File: config.mk
export PLATFORM = sky130hd
export DESIGN_NAME = stbirq_top
export DESIGN_NICKNAME = d
export VERILOG_FILES = /design/src/logic/stbirq_pkg.sv /design/src/logic/stbirq_sync.sv /design/src/logic/stbirq_top.sv
export VERILOG_INCLUDE_DIRS = /design/src /design/src/logic
export SDC_FILE = /design/constraint.sdc
export NUM_CORES = 1
export LEC_CHECK = 0
export ABC_AREA = 1
export CORE_MARGIN = 4
export CORE_UTILIZATION = 60
export DETAILED_ROUTE_END_ITERATION = 10
export DONT_BUFFER_PORTS = 1
export PLACE_DENSITY_LB_ADDON = 0.2
export SLEW_MARGIN = 20
export SYNTH_ARGS = -nofsm -noshare
export SYNTH_HDL_FRONTEND = slang
export SYNTH_HIERARCHICAL = 1
export SYNTH_SLANG_ARGS = --single-unit
File: constraint.sdc
create_clock -name sys_clk_in -period 3.14 [get_ports sys_clk_in]
set_input_delay 0.157 -clock sys_clk_in [delete_from_list [all_inputs] [get_ports sys_clk_in]]
set_output_delay 0.157 -clock sys_clk_in [all_outputs]
set_load 0.02 [all_outputs]
File: src/logic/stbirq_map.svh
// Purpose: Offsets, field positions, reset values and counts of the short-to-battery interrupt page
// Assumes: Byte-wide registers on the device register page, 8-bit offsets
// Notes: Definitions only
`ifndef STBIRQ_MAP_SVH
`define STBIRQ_MAP_SVH

`define STBIRQ_OFS_IRQ_CFG 8'h40
`define STBIRQ_OFS_STATUS 8'h53
`define STBIRQ_OFS_CLEAR 8'h54
`define STBIRQ_OFS_UNMASK 8'h55

`define STBIRQ_BIT_CH1 1
`define STBIRQ_BIT_CH2 3
`define STBIRQ_LEN_LSB 6
`define STBIRQ_LEN_MSB 7
`define STBIRQ_DRV_LSB 0
`define STBIRQ_DRV_MSB 1

`define STBIRQ_RST_UNMASK 2'h0
`define STBIRQ_RST_STATUS 2'h0
`define STBIRQ_RST_LEN 2'h0
`define STBIRQ_RST_DRV 2'h0
`define STBIRQ_RDATA_ZERO 8'h00

// Interrupt pulse lengths, in crystal periods; one crystal period is one sys_clk_in cycle
`define STBIRQ_PULSE_3 6'h03
`define STBIRQ_PULSE_15 6'h0F
`define STBIRQ_PULSE_63 6'h3F

`endif

File: src/logic/stbirq_pkg.sv
// Purpose: Types shared by the short-to-battery interrupt logic
// Assumes: Nothing beyond SystemVerilog
// Notes: Numbers live in stbirq_map.svh
package stbirq_pkg;

  typedef enum logic [1:0] {
    STBIRQ_LEN_3,
    STBIRQ_LEN_15,
    STBIRQ_LEN_63,
    STBIRQ_LEN_LEVEL
  } stbirq_len_t;

  typedef enum logic [1:0] {
    STBIRQ_DRV_OPEN_DRAIN,
    STBIRQ_DRV_LOW_ACTIVE,
    STBIRQ_DRV_HIGH_ACTIVE,
    STBIRQ_DRV_RESERVED
  } stbirq_drv_t;

  typedef struct packed {
    logic wr;
    logic rd;
    logic [7:0] addr;
    logic [7:0] wdata;
  } stbirq_req_t;

  typedef struct packed {
    logic valid;
    logic [7:0] data;
  } stbirq_rsp_t;

  typedef struct packed {
    logic o;
    logic oe;
  } stbirq_pin_t;

endpackage

File: src/logic/stbirq_sync.sv
// Purpose: Three-stage synchroniser with agreement filter for comparator levels
// Assumes: Inputs are asynchronous to sys_clk_in
// Notes: A change is taken once the second and third stages agree
module stbirq_sync #(
  parameter int WIDTH = 2
) (
  input wire logic sys_clk_in,
  input wire logic reset_n_in,
  input wire logic [WIDTH-1:0] async_in,
  output logic [WIDTH-1:0] level_out
);
  logic [WIDTH-1:0] meta_r;
  logic [WIDTH-1:0] stage2_r;
  logic [WIDTH-1:0] stage3_r;

  // First stage feeds only the second one
  always_ff @(posedge sys_clk_in or negedge reset_n_in) begin
    if (!reset_n_in) begin
      meta_r <= '0;
      stage2_r <= '0;
      stage3_r <= '0;
    end else begin
      meta_r <= async_in;
      stage2_r <= meta_r;
      stage3_r <= stage2_r;
    end
  end

  always_ff @(posedge sys_clk_in or negedge reset_n_in) begin
    if (!reset_n_in) begin
      level_out <= '0;
    end else begin
      for (int i = 0; i < WIDTH; i++) begin
        if (stage2_r[i] == stage3_r[i]) begin
          level_out[i] <= stage3_r[i];
        end
      end
    end
  end
endmodule

File: src/logic/stbirq_top.sv
// Purpose: Short-to-battery diagnostic interrupt logic for two sense channels
// Assumes: Register page access arrives already decoded from the serial control port
// Notes: Comparator outputs are asynchronous; the interrupt pin is a two-signal pad
// Notes on behaviour
// - Unmask bits at 0x55 bit 1 and bit 3; 0 masks, reset 0.
// - A detected event sets that channel's status bit from 0 to 1.
// - Status stays 1 after the fault goes; only a software clear drops it.
// - Software writes 1 to a clear bit; the device then drops that status.
// - Channel-one clear at 0x54 bit 1, write-only, self clearing.
// - Writing 0 to a clear bit leaves the status alone.
// - Status bits read-only at 0x53 bit 1 and bit 3.
// - An event is the comparator reporting the pin above its threshold.
// - An unmasked active status also asserts the interrupt pin.
// - Channel-two clear at 0x54 bit 3, same behaviour as channel one.
// - Pulse length at 0x40 bits 7:6: 3, 15, 63 periods or until cleared.
// - Drive style at 0x40 bits 1:0: open drain, low, high, reserved.
`include "stbirq_map.svh"

module stbirq_top (
  input wire logic sys_clk_in,
  input wire logic reset_n_in,
  input wire logic sense_pin_one_in,
  input wire logic sense_pin_two_in,
  input wire stbirq_pkg::stbirq_req_t reg_req_in,
  output stbirq_pkg::stbirq_rsp_t reg_rsp_out,
  output logic [1:0] sense_latched_out,
  output stbirq_pkg::stbirq_pin_t irq_out_n_out
);
  import stbirq_pkg::*;

  logic [1:0] above_thr;
  logic [1:0] sense_event;
  logic [1:0] clear_hit;
  logic [1:0] status_r;
  logic [1:0] status_nxt;
  logic [1:0] unmask_r;
  stbirq_len_t len_r;
  stbirq_drv_t drv_r;
  logic [1:0] src_r;
  logic [1:0] src_nxt;
  logic trigger;
  logic irq_active_r;
  logic irq_active_nxt;
  logic [5:0] pulse_cnt_r;
  logic [5:0] pulse_cnt_nxt;
  stbirq_rsp_t rsp_nxt;
  stbirq_pin_t pin_nxt;

  function automatic logic wr_to(input stbirq_req_t req, input logic [7:0] ofs);
    wr_to = req.wr && (req.addr == ofs);
  endfunction

  function automatic logic [5:0] pulse_len(input stbirq_len_t len);
    unique case (len)
      STBIRQ_LEN_3: pulse_len = `STBIRQ_PULSE_3;
      STBIRQ_LEN_15: pulse_len = `STBIRQ_PULSE_15;
      STBIRQ_LEN_63: pulse_len = `STBIRQ_PULSE_63;
      STBIRQ_LEN_LEVEL: pulse_len = `STBIRQ_PULSE_3;
    endcase
  endfunction

  // Comparator levels cross into the crystal domain here
  stbirq_sync #(
    .WIDTH(2)
  ) u_sync (
    .sys_clk_in(sys_clk_in),
    .reset_n_in(reset_n_in),
    .async_in({sense_pin_two_in, sense_pin_one_in}),
    .level_out(above_thr)
  );

  // A level above threshold counts as an event every cycle it is seen
  assign sense_event = above_thr;

  // Clear strobes exist only during the write cycle, never stored
  assign clear_hit[0] = wr_to(reg_req_in, `STBIRQ_OFS_CLEAR) &&
                        reg_req_in.wdata[`STBIRQ_BIT_CH1];
  assign clear_hit[1] = wr_to(reg_req_in, `STBIRQ_OFS_CLEAR) &&
                        reg_req_in.wdata[`STBIRQ_BIT_CH2];

  // Set wins over clear, so an event in the clearing cycle is kept
  always_comb begin
    for (int i = 0; i < 2; i++) begin
      if (sense_event[i]) begin
        status_nxt[i] = 1'b1;
      end else if (clear_hit[i]) begin
        status_nxt[i] = 1'b0;
      end else begin
        status_nxt[i] = status_r[i];
      end
    end
  end

  always_ff @(posedge sys_clk_in or negedge reset_n_in) begin
    if (!reset_n_in) begin
      status_r <= `STBIRQ_RST_STATUS;
    end else begin
      status_r <= status_nxt;
    end
  end

  always_ff @(posedge sys_clk_in or negedge reset_n_in) begin
    if (!reset_n_in) begin
      unmask_r <= `STBIRQ_RST_UNMASK;
    end else if (wr_to(reg_req_in, `STBIRQ_OFS_UNMASK)) begin
      unmask_r <= {reg_req_in.wdata[`STBIRQ_BIT_CH2], reg_req_in.wdata[`STBIRQ_BIT_CH1]};
    end
  end

  always_ff @(posedge sys_clk_in or negedge reset_n_in) begin
    if (!reset_n_in) begin
      len_r <= stbirq_len_t'(`STBIRQ_RST_LEN);
      drv_r <= stbirq_drv_t'(`STBIRQ_RST_DRV);
    end else if (wr_to(reg_req_in, `STBIRQ_OFS_IRQ_CFG)) begin
      len_r <= stbirq_len_t'(reg_req_in.wdata[`STBIRQ_LEN_MSB:`STBIRQ_LEN_LSB]);
      drv_r <= stbirq_drv_t'(reg_req_in.wdata[`STBIRQ_DRV_MSB:`STBIRQ_DRV_LSB]);
    end
  end

  // Unmasked sources; a fresh rise is what fires a timed pulse
  assign src_nxt = status_nxt & unmask_r;
  assign trigger = |(src_nxt & ~src_r);

  always_ff @(posedge sys_clk_in or negedge reset_n_in) begin
    if (!reset_n_in) begin
      src_r <= 2'h0;
    end else begin
      src_r <= src_nxt;
    end
  end

  // Retrigger reloads the count, so bursts stretch the pulse rather than chop it
  always_comb begin
    irq_active_nxt = irq_active_r;
    pulse_cnt_nxt = pulse_cnt_r;
    if (len_r == STBIRQ_LEN_LEVEL) begin
      irq_active_nxt = |src_nxt;
      pulse_cnt_nxt = 6'h00;
    end else if (trigger) begin
      irq_active_nxt = 1'b1;
      pulse_cnt_nxt = pulse_len(len_r) - 6'h01;
    end else if (irq_active_r) begin
      if (pulse_cnt_r == 6'h00) begin
        irq_active_nxt = 1'b0;
      end else begin
        pulse_cnt_nxt = pulse_cnt_r - 6'h01;
      end
    end
  end

  always_ff @(posedge sys_clk_in or negedge reset_n_in) begin
    if (!reset_n_in) begin
      irq_active_r <= 1'b0;
      pulse_cnt_r <= 6'h00;
    end else begin
      irq_active_r <= irq_active_nxt;
      pulse_cnt_r <= pulse_cnt_nxt;
    end
  end

  // Reserved drive style leaves the pad undriven rather than guess a polarity
  always_comb begin
    pin_nxt.o = 1'b1;
    pin_nxt.oe = 1'b0;
    unique case (drv_r)
      STBIRQ_DRV_OPEN_DRAIN: begin
        pin_nxt.o = 1'b0;
        pin_nxt.oe = irq_active_nxt;
      end
      STBIRQ_DRV_LOW_ACTIVE: begin
        pin_nxt.o = ~irq_active_nxt;
        pin_nxt.oe = 1'b1;
      end
      STBIRQ_DRV_HIGH_ACTIVE: begin
        pin_nxt.o = irq_active_nxt;
        pin_nxt.oe = 1'b1;
      end
      STBIRQ_DRV_RESERVED: begin
        pin_nxt.o = 1'b1;
        pin_nxt.oe = 1'b0;
      end
    endcase
  end

  always_ff @(posedge sys_clk_in or negedge reset_n_in) begin
    if (!reset_n_in) begin
      irq_out_n_out <= '{o: 1'b1, oe: 1'b0};
    end else begin
      irq_out_n_out <= pin_nxt;
    end
  end

  always_ff @(posedge sys_clk_in or negedge reset_n_in) begin
    if (!reset_n_in) begin
      sense_latched_out <= `STBIRQ_RST_STATUS;
    end else begin
      sense_latched_out <= status_nxt;
    end
  end

  // Read port: one-cycle registered answer; unmapped and write-only read zero
  always_comb begin
    rsp_nxt.valid = reg_req_in.rd;
    rsp_nxt.data = `STBIRQ_RDATA_ZERO;
    if (reg_req_in.rd) begin
      unique case (reg_req_in.addr)
        `STBIRQ_OFS_IRQ_CFG: begin
          rsp_nxt.data[`STBIRQ_LEN_MSB:`STBIRQ_LEN_LSB] = len_r;
          rsp_nxt.data[`STBIRQ_DRV_MSB:`STBIRQ_DRV_LSB] = drv_r;
        end
        `STBIRQ_OFS_STATUS: begin
          rsp_nxt.data[`STBIRQ_BIT_CH1] = status_r[0];
          rsp_nxt.data[`STBIRQ_BIT_CH2] = status_r[1];
        end
        `STBIRQ_OFS_UNMASK: begin
          rsp_nxt.data[`STBIRQ_BIT_CH1] = unmask_r[0];
          rsp_nxt.data[`STBIRQ_BIT_CH2] = unmask_r[1];
        end
        default: begin
          rsp_nxt.data = `STBIRQ_RDATA_ZERO;
        end
      endcase
    end
  end

  always_ff @(posedge sys_clk_in or negedge reset_n_in) begin
    if (!reset_n_in) begin
      reg_rsp_out <= '0;
    end else begin
      reg_rsp_out <= rsp_nxt;
    end
  end

  // Counts the cycles of the current pulse; a retrigger starts it over
  logic [6:0] hold_cnt_r;
  always_ff @(posedge sys_clk_in or negedge reset_n_in) begin
    if (!reset_n_in) begin
      hold_cnt_r <= 7'h00;
    end else if (!irq_active_nxt) begin
      hold_cnt_r <= 7'h00;
    end else if (trigger) begin
      hold_cnt_r <= 7'h01;
    end else begin
      hold_cnt_r <= hold_cnt_r + 7'h01;
    end
  end
endmodule

==> qor.yml <==
ios: 35
yosys-mux-area-fraction_pct: 0.717
synth_most_common_cell: "nand2_1"
rsz0062_at_grt: "no"
outcome: "finished clean"
crit_type: "reg -> reg"
grt-busiest-layer: "met2"
crit_path_end_kind: "register"
powerDensity_nw_per_um2: 494
numCtsBuffers: 5
hold_path_class: "in -> reg"
ys_ff_latch: 33
synth_ff_type: "dfrtp_1"
met1_usage_pct: 24.9
final_cell_count_no_fill: 228
routedWlPerCell_um: 12.6
max-cap-violations: 0
synthSimpleGateAreaFrac_pct: 28.8
chipWidth_um: 59.2
drc_errors: 0
startpoint_type: "register"
synthToLayoutAreaGrowth_pct: 13.8
synthCells: 181
p_int_mw: 0.652
worstMarginPinSlew_ns: 0.536
drtPass1Iterations: 4
critPathLaunch: "pulse_cnt_r[1]$_DFFE_PN0P_"
cts-resized-gates: 0
synth_xor_area_share_pct: 0
synth_common_cells: "nand2_1, dfrtp_1, inv_1, nor2_1, nand3_1"
clk_pin_slew_worst_paths_ns: 0.11
slowest_delay_ns: 0.47
fin_crit_ns: 1.67
grt_max_degree: 34
whs_path_depth: 3
max_freq_mhz: 598
antenna_found_initial: 0
nNetsFinal: 222
slew_viol_final: 0
yosysSeqAreaShare_pct: 52.6
io_buffers: 0
tns_ns: 0
synth_top_family_by_area: "simple AND/OR/NAND/NOR gates"
grt_pass1_vias: 1205
required_ns: 3.39
met3_usage_pct: 6.75
setup_violations: 0
totalWireLength_um: 2870
synth_top_area_share_pct: 51.0
die_h_um: 59.2
synth_area_leaders: "dfrtp_1, nand2_1, inv_1"
grt_use_met2_pct: 34.5
synthDistinctLibCells: 25
insertion_delay_ns: 0.34
p_comb_share_pct: 11.1
postSynth.asyncResetShare_pct: 100
synthAdderAreaFrac_pct: 2.39
grt_pass1_wl_um: 5320
clk_path_buf_depth: 2
cts_root_buf: "clkbuf_4"
antenna_cells: 0
max_slew_margin_pct: 63.9
post-place-cells: 210
core-area_um2: 2480
ys_warn_count: 6
clkSinkCount: 33
gp_congestion: 0.855
clkPwrFrac_pct: 36.2
crit_arrival_ns: 1.93
synth_compound_area_share_pct: 5.57
rr_endpoint: "pulse_cnt_r[2]$_DFFE_PN0P_"
initial_core_util_pct: 63.4
die_area_um2: 3500
drtIter0Drc: 32
switching_power_mw: 0.231
ant_nets: 0
vias: 1184
yosys.area.top_type: "dfrtp_1"
leakage_nw: 0.929
viasPerCell: 5.19
rr_startpoint: "pulse_cnt_r[1]$_DFFE_PN0P_"
p_sw_share_pct: 26.1
htreeDepth: 2
grt_overflow: 0
hpwl_um: 2120
seq_power_share_pct: 52.7
final.period_utilization_pct: 53.2
cts_tree: "yes"
crit_fanout: 4
r2r_cells: 7
crit_chain: "nor2_1 -> nand3_1 -> o31ai_1 -> nand3_4 -> inv_2 -> nand2_1 -> o21ai_0"
report.final.hold_viol_count: 0
std_cell_rows: 18
max-vdd-ir-drop_mv: 0.442
drive_above_1_share_pct: 14.1
syn_area_per_cell_um2: 8.68
synth_area_um2: 1570
finClkSkew_ns: 0.0117
crit_path_end: "pulse_cnt_r[2]$_DFFE_PN0P_"
synth-edff-count: 0
grtUsageTotal_pct: 20.4
rrSetupSlack_ns: 1.47
cp_slowest_cell: "o31ai_1"
how the worst min path moves through the flow:
| stage | startpoint | slack [ns] | to |
|---|---|---|---|
| after global placement | reset_n_in | -0.14 | reg_rsp_out[8]$_DFF_PN0_ |
| after detailed placement | reset_n_in | -0.14 | reg_rsp_out[8]$_DFF_PN0_ |
| after floorplan | reset_n_in | -0.14 | drv_r[0]$_DFFE_PN0P_ |
| after global routing | reg_req_in[9] | 0.03 | reg_rsp_out[3]$_DFF_PN0_ |
| after CTS | reg_req_in[9] | 0.002 | reg_rsp_out[3]$_DFF_PN0_ |
| final | reg_req_in[9] | 0.02 | reg_rsp_out[3]$_DFF_PN0_ |
kinds of logic after synthesis:
logic type	count (synthesis)
and+or+nand+nor	91
buffers and inverters	36
DFF	33
AOI/OAI and AO/OA	16
adders and majority gates	3
muxes	1
other	1
per-stage QoR:
step | setup slack [ns] | power [mW] | hold WS (ns) | cell area (µm²) | util (%)
after global routing | 1.29 | 0.928 | 0.0339 | 1790 | 72.2
after floorplan | 1.66 | 0.540 | -0.139 | 1580 | -
after global placement | 1.51 | 0.548 | -0.138 | 1590 | 64.3
after CTS | 1.46 | 0.893 | 0.00241 | 1790 | 72.2
final | 1.47 | 0.883 | 0.0203 | 1790 | 72.2
after detailed placement | 1.48 | 0.552 | -0.138 | 1590 | 64.3
worst max-delay path, delay by kind of cell, from the launching register on:
kind / cells / cell delay (ns)
flops: 1 / 0.41
simple gates: 4 / 0.52
compound gates: 2 / 0.54
buf+inv: 1 / 0.12
repair_timing:
action,4_1_cts,5_1_grt
hold buffers,10,0
hold endpoints to repair,44,0
buffers inserted,0,0
layout by cell type (no fill, tap or decap), drive strengths merged:
master and instances:
conb 3, bufinv 1, buf 1, inv 33, a21boi 1, nor4b 1
nor4 1, dfstp 1, dfrtp 32, clkbuf 5, nand4 1, nand3 18
o31ai 2, clkinvlp 1, mux2 1, a21oi 6, dlygate4sd3 9, nor2 23
o21ai 7, nand2 47, ha 3, clkinv 1
sequential cells by signal (all words and copies together) (netlist names):
signal,cells
unmask_r,2
irq_out_n_out,2
pulse_cnt_r,6
u_sync/meta_r,2
sense_latched_out,2
len_r,2
src_r,2
u_sync/level_out,2
u_sync/stage3_r,2
irq_active_r,1
reg_rsp_out,6
u_sync/stage2_r,2
drv_r,2
layout make-up:
| cell class | count | area [µm²] |
|---|---|---|
| clock buffer | 5 | 37.5 |
| clock inverter | 3 | 46.3 |
| fill | 192 | 689 |
| inverter | 33 | 129 |
| multi-input combinational | 114 | 601 |
| sequential | 33 | 827 |
| tap | 30 | 37.5 |
| timing repair buffer | 10 | 110 |
layer usage:
layer  routed length, µm  up-vias
li1                    -      586
met1                1270      564
met2                1400       28
met3                 163        6
met4                  40        0
met5                   0        -
power by group through the flow:
stage | Combinational, mW | Clock (mW) | Sequential [mW]
6_report | 0.0984 | 0.320 | 0.465
3_5_place_dp | 0.0784 | 0 | 0.473
2_1_floorplan | 0.0694 | 0 | 0.470
5_1_grt | 0.113 | 0.346 | 0.468
3_3_place_gp | 0.0751 | 0 | 0.473
4_1_cts | 0.0991 | 0.329 | 0.465
Power figures use the tool's default switching activity.
